File: config.mk
export PLATFORM = sky130hd
export DESIGN_NAME = smc_regs
export DESIGN_NICKNAME = d
export VERILOG_FILES = /design/src/smc_pkg.sv /design/src/smc_regs.sv
export SDC_FILE = /design/constraint.sdc
export NUM_CORES = 1
export LEC_CHECK = 0
export BUFFER_PORTS_ARGS = -buffer_cell sky130_fd_sc_hd__buf_2
export CORE_MARGIN = 10
export CORE_UTILIZATION = 23
export DETAILED_ROUTE_END_ITERATION = 10
export PLACE_DENSITY = 0.47
export SYNTH_ARGS = -nofsm -noshare
export SYNTH_HDL_FRONTEND = slang
export SYNTH_SLANG_ARGS = --single-unit
File: constraint.sdc
create_clock -name clk_sys -period 5.8 [get_ports clk_sys]
set_input_delay 0.29 -clock clk_sys [delete_from_list [all_inputs] [get_ports clk_sys]]
set_output_delay 0.29 -clock clk_sys [all_outputs]
set_load 0.005 [all_outputs]
File: src/smc_pkg.sv
// smc_pkg: register map, field layout and mode codes of the supply monitor control bank
// assumes one system clock; fuse values arrive as static levels from the fuse loader
package smc_pkg;
   localparam logic [3:0] SMC_ADR_MODE = 4'h0;
   localparam logic [3:0] SMC_ADR_LEVEL = 4'h1;
   localparam logic [3:0] SMC_ADR_WLVL = 4'h8;
   localparam logic [3:0] SMC_ADR_WIRQ = 4'h9;
   localparam logic [3:0] SMC_ADR_WFLAG = 4'hA;
   localparam logic [3:0] SMC_ADR_WSTAT = 4'hB;
   localparam logic [3:0] SMC_ADR_UNLOCK = 4'hF;
   localparam logic [7:0] SMC_IO_UNLOCK_KEY = 8'hD8;
   localparam logic [2:0] SMC_UNLOCK_WINDOW = 3'h4;
   localparam logic [1:0] SMC_MODE_OFF = 2'h0;
   localparam logic [1:0] SMC_MODE_ON = 2'h1;
   localparam logic [1:0] SMC_MODE_SAMPLED = 2'h2;
   localparam logic [1:0] SMC_MODE_STALL = 2'h3;
   localparam logic [1:0] SMC_DIR_FALL = 2'h0;
   localparam logic [1:0] SMC_DIR_RISE = 2'h1;
   localparam logic [1:0] SMC_DIR_BOTH = 2'h2;
   localparam int SMC_CLK_HZ = 125000000;
   localparam int SMC_FAST_HZ = 1000;
   localparam int SMC_SLOW_HZ = 125;
   localparam int SMC_FAST_CYC = SMC_CLK_HZ / SMC_FAST_HZ;
   localparam int SMC_SLOW_CYC = SMC_CLK_HZ / SMC_SLOW_HZ;
   typedef struct packed {
      logic sample_rate_select;
      logic [1:0] active_mode;
      logic [1:0] sleep_mode;
      logic [2:0] threshold_select;
   } smc_fuse_s;
   typedef struct packed {
      logic [3:0] addr;
      logic [7:0] wdata;
      logic wr;
      logic rd;
   } smc_bus_s;
endpackage

File: src/smc_regs.sv
// smc_regs: control registers of the supply drop monitor and its early warning monitor
// assumes a one-cycle register strobe port on clk_sys; comparator output is asynchronous
// How it works
// - protected writes always accepted but only stored inside the unlock window.
// - unlock protection guards the sleep-state mode field only.
// - read-only sample rate bit 4 from fuse; 0 is 1 kHz, 1 is 125 Hz.
// - active mode codes: off, on, sampled, on with wake stalled until ready.
// - active mode in bits 3:2, read-only, fuse-loaded.
// - sleep mode bits 1:0 writable, fuse-loaded; code 3 reserved.
// - threshold select bits 2:0 of level register, read-only from fuse.
// - two-bit warning offset select: 5, 15 or 25 percent above threshold.
// - direction bits 2:1: falling, rising or both crossings.
// - bit 0 of interrupt control enables the warning interrupt.
// - flag sets on a matching crossing, only while the monitor is enabled.
// - live status bit is 1 while supply is below warning threshold.
// - interrupt request stands while flag and enable are both set.
// - warning disabled when monitor off; sampled when monitor is sampled.
// - direction code both sets the flag on interrupt enable while the monitor is on.
// - sleep uses sleep-state mode, wake returns to active-state mode.
//
// Our own choice: the plain strobed port.
module smc_regs
(
   input wire logic clk_sys,
   input wire logic nrst,
   input wire smc_pkg::smc_fuse_s fuse_in,
   input wire smc_pkg::smc_bus_s bus_in,
   output logic [7:0] rd_data_ff,
   input wire logic deep_sleep,
   input wire logic below_warning_async,
   output logic monitor_enable,
   output logic monitor_sample_en,
   output logic monitor_stall_wake,
   output logic [2:0] threshold_out,
   output logic [1:0] warning_offset_out,
   output logic irq
);
   import smc_pkg::*;

   logic fuse_load_ff;
   logic sample_rate_ff;
   logic [1:0] active_mode_ff;
   logic [1:0] sleep_mode_ff;
   logic [2:0] threshold_ff;
   logic [1:0] warn_lvl_ff;
   logic [1:0] warn_dir_ff;
   logic warn_ie_ff;
   logic warn_flag_ff;
   logic warn_stat_ff;
   logic below_s1_ff;
   logic below_s2_ff;
   logic [2:0] unlock_cnt_ff;
   // 20 bits: the 125 Hz period needs 1000000 counts, beyond a 17-bit range
   logic [19:0] rate_cnt_ff;
   logic sample_tick;
   logic [1:0] eff_mode;
   logic mon_on;
   logic sample_now;
   logic rise;
   logic fall;
   logic hit;
   logic flag_clr;
   logic unlocked;
   logic [7:0] nxt_rd;

   function automatic logic is_wr(input smc_bus_s b, input logic [3:0] a);
      return b.wr && (b.addr == a);
   endfunction

   // fuses copied on the first edge after reset release, not under reset
   always_ff @(posedge clk_sys or negedge nrst) begin
      if (!nrst) begin
         fuse_load_ff <= 1'b1;
      end else begin
         fuse_load_ff <= 1'b0;
      end
   end

   always_ff @(posedge clk_sys or negedge nrst) begin
      if (!nrst) begin
         sample_rate_ff <= 1'b0;
         active_mode_ff <= SMC_MODE_OFF;
         threshold_ff <= 3'h0;
      end else if (fuse_load_ff) begin
         sample_rate_ff <= fuse_in.sample_rate_select;
         active_mode_ff <= fuse_in.active_mode;
         threshold_ff <= fuse_in.threshold_select;
      end
   end

   // unlock window counts bus reads and writes as instructions
   always_ff @(posedge clk_sys or negedge nrst) begin
      if (!nrst) begin
         unlock_cnt_ff <= 3'h0;
      end else if (is_wr(bus_in, SMC_ADR_UNLOCK) && bus_in.wdata == SMC_IO_UNLOCK_KEY) begin
         unlock_cnt_ff <= SMC_UNLOCK_WINDOW;
      end else if (unlock_cnt_ff != 3'h0 && (bus_in.wr || bus_in.rd)) begin
         unlock_cnt_ff <= unlock_cnt_ff - 3'h1;
      end
   end
   assign unlocked = (unlock_cnt_ff != 3'h0);

   // protected sleep field; reserved code 3 kept out
   always_ff @(posedge clk_sys or negedge nrst) begin
      if (!nrst) begin
         sleep_mode_ff <= SMC_MODE_OFF;
      end else if (fuse_load_ff) begin
         sleep_mode_ff <= fuse_in.sleep_mode;
      end else if (is_wr(bus_in, SMC_ADR_MODE) && unlocked
                   && bus_in.wdata[1:0] != SMC_MODE_STALL) begin
         sleep_mode_ff <= bus_in.wdata[1:0];
      end
   end

   always_ff @(posedge clk_sys or negedge nrst) begin
      if (!nrst) begin
         warn_lvl_ff <= 2'h0;
         warn_dir_ff <= SMC_DIR_FALL;
         warn_ie_ff <= 1'b0;
      end else begin
         if (is_wr(bus_in, SMC_ADR_WLVL)) begin
            warn_lvl_ff <= bus_in.wdata[1:0];
         end
         if (is_wr(bus_in, SMC_ADR_WIRQ)) begin
            warn_dir_ff <= bus_in.wdata[2:1];
            warn_ie_ff <= bus_in.wdata[0];
         end
      end
   end

   assign eff_mode = deep_sleep ? sleep_mode_ff : active_mode_ff;
   assign mon_on = (eff_mode != SMC_MODE_OFF);

   // sample-rate divider; restarts each wrap
   always_ff @(posedge clk_sys or negedge nrst) begin
      if (!nrst) begin
         rate_cnt_ff <= 20'h0;
      end else if (sample_tick) begin
         rate_cnt_ff <= 20'h0;
      end else begin
         rate_cnt_ff <= rate_cnt_ff + 20'h1;
      end
   end
   // divider runs free, so a mode switch waits at most one period for its first sample
   assign sample_tick = sample_rate_ff ? (rate_cnt_ff == 20'(SMC_SLOW_CYC - 1))
                                       : (rate_cnt_ff == 20'(SMC_FAST_CYC - 1));
   assign sample_now = mon_on && ((eff_mode != SMC_MODE_SAMPLED) || sample_tick);

   always_ff @(posedge clk_sys or negedge nrst) begin
      if (!nrst) begin
         below_s1_ff <= 1'b0;
         below_s2_ff <= 1'b0;
      end else begin
         below_s1_ff <= below_warning_async;
         below_s2_ff <= below_s1_ff;
      end
   end

   // live status, refreshed only when sampled
   always_ff @(posedge clk_sys or negedge nrst) begin
      if (!nrst) begin
         warn_stat_ff <= 1'b0;
      end else if (sample_now) begin
         warn_stat_ff <= below_s2_ff;
      end
   end

   // supply falling means status going 0 to 1
   assign fall = sample_now && below_s2_ff && !warn_stat_ff;
   assign rise = sample_now && !below_s2_ff && warn_stat_ff;
   always_comb begin
      unique case (warn_dir_ff)
         SMC_DIR_FALL: hit = fall;
         SMC_DIR_RISE: hit = rise;
         SMC_DIR_BOTH: hit = fall || rise;
         default: hit = 1'b0;
      endcase
   end

   // enabling with both directions forces the flag
   logic ie_set;
   assign ie_set = is_wr(bus_in, SMC_ADR_WIRQ) && bus_in.wdata[0] && !warn_ie_ff
                   && bus_in.wdata[2:1] == SMC_DIR_BOTH && mon_on;
   assign flag_clr = is_wr(bus_in, SMC_ADR_WFLAG) && bus_in.wdata[0];

   // flag sets only with monitor on, clears at any time; set beats clear
   always_ff @(posedge clk_sys or negedge nrst) begin
      if (!nrst) begin
         warn_flag_ff <= 1'b0;
      end else if ((mon_on && hit) || ie_set) begin
         warn_flag_ff <= 1'b1;
      end else if (flag_clr) begin
         warn_flag_ff <= 1'b0;
      end
   end

   // level request while flag and enable
   assign irq = warn_flag_ff && warn_ie_ff;

   // effective mode codes map to monitor controls; stall wake from the active code
   assign monitor_enable = mon_on;
   assign monitor_sample_en = (eff_mode == SMC_MODE_SAMPLED);
   assign monitor_stall_wake = !deep_sleep && (active_mode_ff == SMC_MODE_STALL);
   assign threshold_out = threshold_ff;
   assign warning_offset_out = warn_lvl_ff;

   // unused offsets and bits read zero
   always_comb begin
      nxt_rd = 8'h00;
      unique case (bus_in.addr)
         SMC_ADR_MODE: nxt_rd = {3'h0, sample_rate_ff, active_mode_ff, sleep_mode_ff};
         SMC_ADR_LEVEL: nxt_rd = {5'h00, threshold_ff};
         SMC_ADR_WLVL: nxt_rd = {6'h00, warn_lvl_ff};
         SMC_ADR_WIRQ: nxt_rd = {5'h00, warn_dir_ff, warn_ie_ff};
         SMC_ADR_WFLAG: nxt_rd = {7'h00, warn_flag_ff};
         SMC_ADR_WSTAT: nxt_rd = {7'h00, warn_stat_ff};
         default: nxt_rd = 8'h00;
      endcase
   end

   always_ff @(posedge clk_sys or negedge nrst) begin
      if (!nrst) begin
         rd_data_ff <= 8'h00;
      end else if (bus_in.rd) begin
         rd_data_ff <= nxt_rd;
      end else begin
         rd_data_ff <= 8'h00;
      end
   end
endmodule

; Yosys cells after proc, flatten, opt, wreduce, memory -nomap -nowiden
; Cells that the tools add are included.
[op_classes]
add_sub_neg = 2
eq_ne = 16
mux = 12
n_reduce_logical = 37
[ops]
columns = op, n
row1 = $pmux W5 S6, 1
row2 = $logic_and A1 B1 Y1, 22
row3 = $add A20 B1 Y20 const B, 1
row4 = $eq A20 B17 Y1 const B, 1
row5 = $eq A20 B20 Y1 const B, 1
row6 = $eq A4 B4 Y1 const B, 5
row7 = $mux W20, 1
row8 = $eq A2 B2 Y1 const B, 4
row9 = $eq A8 B8 Y1 const B, 1
row10 = $mux W8, 1
row11 = $reduce_bool A2 Y1, 4
row12 = $mux W2, 3
row13 = $mux W3, 2
row14 = $eq A4 B1 Y1 const B, 1
row15 = $logic_not A1 Y1, 4
row16 = $logic_not A4 Y1, 1
row17 = $logic_or A1 B1 Y1, 4
row18 = $ne A2 B2 Y1 const B, 2
row19 = $mux W1, 3
row20 = $pmux W1 S3, 1
row21 = $reduce_bool A3 Y1, 1
row22 = $sub A3 B1 Y3 const B, 1
row23 = $eq A2 B1 Y1 const B, 1
row24 = $logic_not A2 Y1, 1
[totals]
register_bits = 49
in_bits = 26
output_inout_bits = 17
word_cells = 82

; Logic depth before layout (Yosys ltp)
; Gate-level depths: netlist of the first run.
[depth]
ltp_word = 11
depth_mapped = 7
mapped_depth_nobuf = 6

; Worst setup path after synthesis of the first run
; Ideal clock, no wire load.
[synth_path]
kind = register to register
startpoint = register rate_cnt_ff[17]
endpoint = register rate_cnt_ff[11]
setup_time_ps = 121
arrival_time_ps = 1757
required_time_ps = 5679
path_slack_ps = 3922
path_stages_with_launch = 7
n_path_buf = 2
synth_period_minus_slack_ps = 1878
path_cell_list = dfrtp_1 > or4_1 > a211oi_1 > and3_1 > buf_6 > buf_2 > nor2_1
[synth_between]
elab_chain_len = 3
word_cells_on_any_way = 4
cone_classes = eq/ne (2) / mux (2)
[synth_lines]
columns = element, line_no
row1 = "start, declared", smc_regs.sv:54  ; logic [19:0] rate_cnt_ff;
row2 = "start signal, assigned", smc_regs.sv:141  ; rate_cnt_ff <= rate_cnt_ff + 20'h1;
row3 = $eq A20 B17 Y1 or $eq A20 B20 Y1 (tied branches), "smc_regs.sv:146, smc_regs.sv:145"
row4 = $mux W1 (*), smc_regs.sv:145  ; assign sample_tick = sample_rate_ff ? (rate_cnt_ff == 20'(SMC_SLOW_CYC - 1))
row5 = $mux W20 (*), smc_regs.sv:138  ; end else if (sample_tick) begin
; Mark *: on every way between the ends. The rest lies on a longest branch, timed or not.
; A chain may end at the register's enable or synchronous reset.

; Worst setup path after layout of the first run
[layout_path]
startpoint = register rate_cnt_ff[15]
endpoint = register warn_stat_ff
[layout_between]
elab_chain_len = 4
word_cells_on_any_way = 5
cone_classes = eq/ne (2) / mux (1) / reduce/logical (2)
[layout_lines]
columns = element, line_no
row1 = $eq A20 B17 Y1 or $eq A20 B20 Y1 (tied branches), "smc_regs.sv:146, smc_regs.sv:145"
row2 = $mux W1 (*), smc_regs.sv:145
row3 = $logic_or A1 B1 Y1 (*), smc_regs.sv:147  ; assign sample_now = mon_on && ((eff_mode != SMC_MODE_SAMPLED) || sample_tick);
row4 = $logic_and A1 B1 Y1 (*), smc_regs.sv:147
row5 = "end signal, assigned", smc_regs.sv:164  ; warn_stat_ff <= below_s2_ff;
row6 = "end, declared", smc_regs.sv:49  ; logic warn_stat_ff;
; Marked as above.

==> flow_summary.json, run 1 <==
{
  "status": "finished, final reports clean",
  "cts.repair.resized": 0,
  "drc": 0,
  "swShare_pct": 27.51,
  "maxSlewHeadroom_pct": 30.37,
  "worstReg2RegStart": "rate_cnt_ff[15]",
  "maxCapViolations": 0,
  "yosysSeqAreaShare_pct": 48.83,
  "grt_pass1_wl_microns": 9660,
  "yosys.area.top_type": "dfrtp_1",
  "pin_count": 43,
  "grt_overflow": 0,
  "reg2reg_depth": 4,
  "final_core_util_pct": 28.15,
  "clkSinkCount": 46,
  "tritoncts": "built",
  "start_util_pct": 23.92,
  "synthArstFlopShare_pct": 100.0,
  "first_iter_violations": 105,
  "p_seq_share_pct": 49.9,
  "gp_congestion": 0.7198,
  "synth_cell_types": 50,
  "end_kind": "flop",
  "r2r_setup_slack_ns": 3.62,
  "viasPerCell": 4.573,
  "cts_buffers": 5,
  "postCtsSetupBuffers": 0,
  "clk_latency_ns": 0.31,
  "critPathLaunchType": "flop",
  "dpl.hpwl_microns": 4353,
  "final_layout_size_suffix_gt1_share_pct": 25.58,
  "yosysWarnings": 0,
  "max_slew.worst_pin.slew_ns": 1.045,
  "fin_tns_setup_ns": 0,
  "synth_top_area_share_pct": 47.72,
  "drtPass1Iterations": 4,
  "drv_slew": 0,
  "yosysMostFrequentCell": "dfrtp_1",
  "die_h_microns": 121.3,
  "final_hold_viol_count": 0,
  "core_sq_um": 9864,
  "clock-root-buffer": "clkbuf_8",
  "path_class": "reg -> reg",
  "grt_usage_pct": 8.116,
  "cp-startpoint": "rate_cnt_ff[15]",
  "p_total_mw": 0.7569,
  "antenna_found_initial": 0,
  "htreeDepth": 2,
  "power.density_nw_per_um2": 272.6,
  "die_x_microns": 121.3,
  "area_delta_synth_final_pct": 17.66,
  "fin_nets": 286,
  "antennaDiodeCount": 0,
  "rows": 36,
  "avgSynthCellArea_sq_um": 10.78,
  "skew_ns": 0.008091,
  "worstPathArrival_ns": 2.43,
  "synth_common_cells": "dfrtp_1, nand2_1, nor2_1",
  "port_buffers": 39,
  "worstPathRequired_ns": 6.05,
  "wl_per_cell_microns": 14.95,
  "cts_hold_buf": 0,
  "yosys_register_bits": 46,
  "die_area_sq_um": 14710,
  "power.switching_mw": 0.2083,
  "fmax_ghz": 0.4588,
  "path_clk_slew_ns": 0.09,
  "power_leakage_nw": 1.217,
  "setup-violations-final": 0,
  "timing.rr.end": "warn_stat_ff",
  "synth_edf_count": 0,
  "p_int_mw": 0.5486,
  "clk_path_buf_depth": 2,
  "cp_max_fo": 15,
  "holdWs_ns": 0.09229,
  "p_comb_share_pct": 17.5,
  "irDropWorstVdd_uv": 96.75,
  "routed_wl_microns": 5844,
  "period_share_pct": 37.58,
  "grt_max_degree": 47,
  "num_vias": 1788,
  "crit_path_end": "warn_stat_ff",
  "clkPwrFrac_pct": 32.6,
  "netlist_area_sq_um": 2360,
  "dominantRegCellSynth": "dfrtp_1",
  "post-route-min-period_ns": 2.179,
  "grt_pass1_vias": 1798,
  "min_path_type": "in -> reg",
  "synth_cells": 219,
  "netlist_top_cells_area": "dfrtp_1, mux2_2, mux2i_1",
  "rsz0062_at_grt": "false",
  "ant_nets": 0
}
[per-layer routing]
layer / vias up / share of wire, % / global-route usage, %
li1: 870 / - / -
met1: 871 / 46 / 10.31
met2: 40 / 45 / 12.55
met3: 7 / 7.8 / 3.490
met4: 0 / 0.74 / 1.565
met5: - / 0 / 0
[cells by family after synthesis]
logic type,Yosys count,share of synthesized area (%)
AND/OR/NAND/NOR,86,22.48
buffers and inverters,17,3.764
other,1,0.1589
XOR/XNOR,14,5.196
AO/OA/AOI/OAI,32,8.325
adder cells (fa/ha/maj),3,1.591
flip-flops,46,48.83
multiplexers,20,9.650
[power groups by stage]
stage          clock (mW)  sequential (mW)  combinational (mW)
6_report            0.247            0.377               0.133
5_1_grt             0.269            0.383               0.154
4_1_cts             0.253            0.378               0.137
3_5_place_dp            0            0.385               0.137
3_3_place_gp            0            0.384               0.132
2_1_floorplan           0            0.375              0.0910
[sequential cells by signal (all words and copies together), names as in the netlist]
signal,count
active_mode_ff,2
below_s1_ff,1
below_s2_ff,1
fuse_load_ff,1
rate_cnt_ff,20
rd_data_ff,5
sample_rate_ff,1
sleep_mode_ff,2
threshold_out,3
unlock_cnt_ff,3
warn_dir_ff,2
warn_flag_ff,1
warn_ie_ff,1
warn_stat_ff,1
warning_offset_out,2
[stage by stage]
stage	instances	instance area, sq um	worst slack [ns]
floorplan	222	2371	3.922
global placement	383	2666	3.650
detailed placement	383	2666	3.622
CTS	391	2776	3.606
global route	391	2776	3.430
finish	391	2776	3.621
[how the worst min path moves through the flow]
stage / from / end / slack (ns) / cells past startpoint
after global placement: below_s1_ff / below_s2_ff / 0.34 / 0
after detailed placement: below_s1_ff / below_s2_ff / 0.34 / 0
after CTS: below_warning_async / below_s1_ff / 0.1 / 1
after floorplan: nrst / active_mode_ff[0] / -0.006 / 0
final: below_warning_async / below_s1_ff / 0.09 / 1
after global routing: below_warning_async / below_s1_ff / 0.09 / 1
[layout make-up]
class	count	area, sq um
Timing Repair Buffer	39	195.2
Clock inverter	2	37.54
Inverter	6	22.52
Multi-Input combinational cell	159	1130
Sequential cell	46	1152
Tap cell	133	166.4
Clock buffer	6	72.57
Fill cell	1041	7088
[critical path, cell delays in order (launching register included)]
cell and delay, ns:
dfrtp_1 0.41, or4b_2 0.67, mux2i_1 0.26, and3_1 0.58, a211o_1 0.20
[placed cells by master, fill, tap and decap left out, drive strengths merged, types with 3 or more instances in the layout]
cell type	instances
dfrtp	45
o21ai	9
and3	5
nor2b	3
nand4	5
clkbuf	6
ha	3
or4b	3
or3	3
a21oi	8
nand2	13
or4bb	3
nand3	9
or4	6
mux2	12
mux2i	7
inv	6
nor2	13
nand3b	3
buf	39
nand2b	4
o31ai	6
xnor2	7
conb	4
xor2	7
(Power assumes the default switching activity.)
==> inputs of run 2 (changes only) <==
--- a/config.mk
+++ b/config.mk
@@ -9,7 +9,7 @@
 export CORE_MARGIN = 10
 export CORE_UTILIZATION = 23
 export DETAILED_ROUTE_END_ITERATION = 10
-export PLACE_DENSITY = 0.47
+export PLACE_DENSITY = 0.48
 export SYNTH_ARGS = -nofsm -noshare
 export SYNTH_HDL_FRONTEND = slang
 export SYNTH_SLANG_ARGS = --single-unit
==> constraint.sdc (replaced) <==
create_clock -name clk_sys -period 1.95 [get_ports clk_sys]
set_input_delay 0.0975 -clock clk_sys [delete_from_list [all_inputs] [get_ports clk_sys]]
set_output_delay 0.0975 -clock clk_sys [all_outputs]
set_load 0.005 [all_outputs]
==> flow_summary.json, run 2 (synthesis gave the netlist of run 1 again) <==
{
  "period_share_pct": 94.17,
  "worstPathArrival_ns": 2.02,
  "power.density_nw_per_um2": 710.2,
  "setup-violations-final": 0,
  "num_vias": 1887,
  "path_buf_inv": 1,
  "whs_path_depth": 3,
  "final_core_util_pct": 30.26,
  "drc": 0,
  "start_util_pct": 23.92,
  "drtPass1Iterations": 4,
  "maxSlewHeadroom_pct": 60.48,
  "cts_buffers": 5,
  "first_iter_violations": 61,
  "clk_latency_ns": 0.30,
  "grt_pass1_vias": 1966,
  "die_h_microns": 121.3,
  "reg2reg_depth": 5,
  "dp_cells": 406,
  "clock-root-buffer": "clkbuf_8",
  "worstPathCellList": "or4b_2, mux2i_1, buf_4, a31oi_1, a211o_1",
  "worst_path_largest_cell_delay_ns": 0.66,
  "final_layout_size_suffix_gt1_share_pct": 33.10,
  "area_delta_synth_final_pct": 26.51,
  "post-route-min-period_ns": 1.836,
  "grt_overflow": 0,
  "postCtsSetupBuffers": 0,
  "rsz0062_at_grt": "false",
  "pin_count": 43,
  "wl_per_cell_microns": 14.28,
  "path_class": "reg -> reg",
  "cp_max_fo": 2,
  "fin_nets": 312,
  "antennaDiodeCount": 0,
  "htreeDepth": 2,
  "timing.rr.end": "warn_stat_ff",
  "max_slew.worst_pin.slew_ns": 0.5763,
  "worstReg2RegStart": "rate_cnt_ff[15]",
  "clkSinkCount": 46,
  "maxCapViolations": 0,
  "skew_ns": 0.01221,
  "clk_path_buf_depth": 2,
  "dpl.hpwl_microns": 4606,
  "irDropWorstVdd_uv": 313.7,
  "die_x_microns": 121.3,
  "fin_cells": 417,
  "die_area_sq_um": 14710,
  "rows": 36,
  "viasPerCell": 4.525,
  "fmax_ghz": 0.5446,
  "path_clk_slew_ns": 0.10,
  "min_path_type": "in -> reg",
  "core_sq_um": 9864,
  "tritoncts": "built",
  "worstPathRequired_ns": 2.14,
  "final_cell_mix": "dfrtp_1, buf_2, buf_4, nand2_1, nor2_1",
  "critPathLaunchType": "flop",
  "antenna_found_initial": 0,
  "grt_usage_pct": 8.353,
  "grt_max_degree": 47,
  "worst_hold_startpoint": "fuse_in[3]",
  "reg_top3": "rate_cnt_ff (20), rd_data_ff (5)",
  "end_kind": "flop",
  "r2r_setup_slack_ns": 0.11,
  "power_leakage_nw": 1.342,
  "gp_congestion": 0.7657,
  "ant_nets": 0,
  "drv_slew": 0,
  "port_buffers": 39,
  "routed_wl_microns": 5956,
  "final_common_cell": "dfrtp_1",
  "status": "finished, final reports clean",
  "fin_tns_setup_ns": 0,
  "whs_endpoint": "sleep_mode_ff[0]",
  "crit_family": "simple AND/OR/NAND/NOR gates",
  "final_hold_viol_count": 0,
  "cpMaxStageDelayCell": "or4b_2",
  "largest_reg_flops": 20,
  "regMostFlops": "rate_cnt_ff",
  "grt_pass1_wl_microns": 10080
}
run 2: repair_timing:
item                                    4_1_cts  5_1_grt
endpoints found under the setup margin        0        5
hold endpoints to repair                     47        0
hold buffers                                  3        0
gates resized for setup                       0        4
run 2: tightest hold or removal path, stage by stage:
cell and delay, ns:
buf_2 0.07, nand2_1 0.04, o21ai_0 0.07
run 2: metrics by stage:
stage	hold slack (ns)	area, sq um	setup WS, ns	power [mW]
floorplan	-0.1981	2371	0.07198	1.387
global placement	0.2085	2851	0.05361	1.544
detailed placement	0.2075	2851	0.02597	1.552
CTS	0.001480	2972	0.0002385	2.160
global route	0.01002	2985	0.008291	2.269
finish	0.01074	2985	0.1138	2.120
run 2: area by class of cell:
cell class | instances | area (sq um)
Clock inverter | 3 | 21.27
Tap cell | 133 | 166.4
Sequential cell | 46 | 1154
Inverter | 6 | 22.52
Clock buffer | 5 | 68.82
Fill cell | 1025 | 6879
Multi-Input combinational cell | 159 | 1142
Timing Repair Buffer | 65 | 410.4
run 2: per-layer routing:
layer	wire, microns	up-vias	track usage, %
met2	2704	53	13.40
met5	0	-	0
met3	467	6	2.839
met4	71	0	2.310
met1	2713	909	10.40
li1	-	919	-
run 2: power by group:
part	switching, mW	total, mW	internal, mW
Sequential	0.0735	1.12	1.05
Clock	0.337	0.590	0.252
Combinational	0.201	0.410	0.209
run 2: how the worst max path moves through the flow:
stage	slack (ns)	end	from	cells past startpoint
after floorplan	0.07	rate_cnt_ff[11]	rate_cnt_ff[17]	6
after global placement	0.05	rate_cnt_ff[19]	rate_cnt_ff[7]	4
after detailed placement	0.03	rate_cnt_ff[15]	rate_cnt_ff[7]	4
after CTS	0.0002	rate_cnt_ff[15]	rate_cnt_ff[7]	4
after global routing	0.008	rate_cnt_ff[15]	rate_cnt_ff[5]	4
final	0.11	warn_stat_ff	rate_cnt_ff[15]	5
==> inputs of run 3 (changes only) <==
--- a/config.mk
+++ b/config.mk
@@ -6,7 +6,7 @@
 export NUM_CORES = 1
 export LEC_CHECK = 0
 export BUFFER_PORTS_ARGS = -buffer_cell sky130_fd_sc_hd__buf_2
-export CORE_MARGIN = 10
+export CORE_MARGIN = 4
 export CORE_UTILIZATION = 23
 export DETAILED_ROUTE_END_ITERATION = 10
 export PLACE_DENSITY = 0.48
==> flow_summary.json, run 3 (synthesis gave the netlist of run 1 again) <==
{
  "worstPathArrival_ns": 2.04,
  "postPlaceCellArea_sq_um": 2851,
  "grt_overflow": 0,
  "setup-violations-final": 0,
  "regMostFlops": "rate_cnt_ff",
  "first_iter_violations": 63,
  "antennaDiodeCount": 0,
  "grt_pass1_wl_microns": 9363,
  "p_total_mw": 2.238,
  "clkSinkCount": 46,
  "cp_max_fo": 3,
  "cts_buffers": 5,
  "reg2reg_depth": 6,
  "whs_endpoint": "threshold_out[1]",
  "area_delta_synth_final_pct": 27.41,
  "dpl.hpwl_microns": 4352,
  "worstReg2RegStart": "rate_cnt_ff[0]",
  "path_buf_inv": 1,
  "worstPathRequired_ns": 2.13,
  "end_kind": "flop",
  "postCtsSetupBuffers": 0,
  "tritoncts": "built",
  "port_buffers": 39,
  "die_area_sq_um": 11940,
  "period_share_pct": 95.12,
  "drv_slew": 0,
  "grt_max_degree": 20,
  "critPathLaunchType": "flop",
  "cpMaxStageDelayCell": "or4bb_1",
  "post-route-min-period_ns": 1.855,
  "skew_ns": 0.009513,
  "viasPerCell": 4.410,
  "gp_congestion": 0.7815,
  "worst_path_largest_cell_delay_ns": 0.47,
  "setup_slack_ns": 0.09516,
  "finalInstanceArea_sq_um": 3007,
  "fmax_ghz": 0.5391,
  "antenna_found_initial": 0,
  "power_leakage_nw": 1.350,
  "pre_cts_ws_ns": 0.04596,
  "clk_latency_ns": 0.30,
  "htreeDepth": 2,
  "whs_path_depth": 2,
  "core_sq_um": 9864,
  "path_class": "reg -> reg",
  "cp.depth": 6,
  "drtPass1Iterations": 4,
  "grt_use_met1_pct": 13.54,
  "min_path_type": "in -> reg",
  "grt_pass1_vias": 1847,
  "reg_top3": "rate_cnt_ff (20), rd_data_ff (5)",
  "crit_family": "compound AO/OA/AOI/OAI gates",
  "clock-root-buffer": "clkbuf_8",
  "wl_per_cell_microns": 13.63,
  "maxSlewHeadroom_pct": 65.33,
  "die_x_microns": 109.3,
  "grt.met2_usage_pct": 16.18,
  "power.density_nw_per_um2": 744.2,
  "ant_nets": 0,
  "max_slew.worst_pin.slew_ns": 0.5056,
  "final_common_cell": "dfrtp_1",
  "clk_path_buf_depth": 2,
  "met3_usage_pct": 2.349,
  "routed_wl_microns": 5685,
  "status": "finished, final reports clean",
  "largest_reg_flops": 20,
  "maxCapViolations": 0,
  "drc": 0,
  "num_vias": 1839,
  "busiest_layer": "met2",
  "irDropWorstVdd_uv": 303.8,
  "fin_nets": 312,
  "pin_count": 43,
  "r2r_setup_slack_ns": 0.1,
  "worstPathCellList": "ha_1, or4bb_1, a211oi_2, buf_4, a31oi_1, a211o_1",
  "worst_hold_startpoint": "fuse_in[1]",
  "fin_tns_setup_ns": 0,
  "die_h_microns": 109.3,
  "rsz0062_at_grt": "false",
  "path_clk_slew_ns": 0.09,
  "rows": 36,
  "timing.rr.end": "warn_stat_ff",
  "grt_usage_pct": 9.957,
  "final_cell_mix": "dfrtp_1, buf_2, buf_4, nand2_1, nor2_1",
  "final_layout_size_suffix_gt1_share_pct": 32.39,
  "start_util_pct": 23.92,
  "final_hold_viol_count": 0
}
[run 3: repair_timing]
item / in CTS / in global routing
gates resized for setup: 0 / 3
endpoints found under the setup margin: 0 / 14
endpoints found under the hold margin: 19 / 0
hold buffers: 3 / 0
[run 3: report_power, final]
part / internal [mW] / switching [mW] / leakage [nW]
Sequential: 1.05 / 0.0766 / 0.580
Combinational: 0.210 / 0.198 / 0.718
Clock: 0.383 / 0.323 / 0.0514
[run 3: per-layer routing]
metal  wire length (microns)  share of wire (%)
met2                    2592                 46
met5                       0                  0
met4                      41               0.72
met1                    2726                 48
met3                     326                5.7
[run 3: final cells by class]
| type | instances | area [sq um] |
|---|---|---|
| clock buffer | 6 | 72.57 |
| sequential | 46 | 1152 |
| timing repair buffer | 65 | 410.4 |
| tap | 133 | 166.4 |
| multi-input combinational | 159 | 1145 |
| clock inverter | 2 | 37.54 |
| fill | 1042 | 6858 |
| inverter | 6 | 22.52 |
[run 3: worst max-delay path by stage]
stage	startpoint	to	slack, ns
5_1_grt	rate_cnt_ff[0]	rate_cnt_ff[18]	0.007
2_1_floorplan	rate_cnt_ff[17]	rate_cnt_ff[11]	0.07
6_report	rate_cnt_ff[0]	warn_stat_ff	0.1
3_5_place_dp	rate_cnt_ff[0]	warn_stat_ff	0.05
3_3_place_gp	rate_cnt_ff[0]	warn_stat_ff	0.07
4_1_cts	rate_cnt_ff[0]	warn_stat_ff	0.03
[run 3: worst register-to-register path, stage by stage (launching register included)]
cell and delay [ns]:
dfrtp_1 0.39, ha_1 0.18, or4bb_1 0.47, a211oi_2 0.21
buf_4 0.15, a31oi_1 0.08, a211o_1 0.27
[run 3: metrics by stage]
stage	util (%)	instances	hold WS (ns)
5_1_grt	30.48	417	0.01560
2_1_floorplan	-	222	-0.1981
6_report	30.48	417	0.02020
3_5_place_dp	28.91	406	0.06422
3_3_place_gp	28.91	406	0.06191
4_1_cts	30.33	417	0.009707
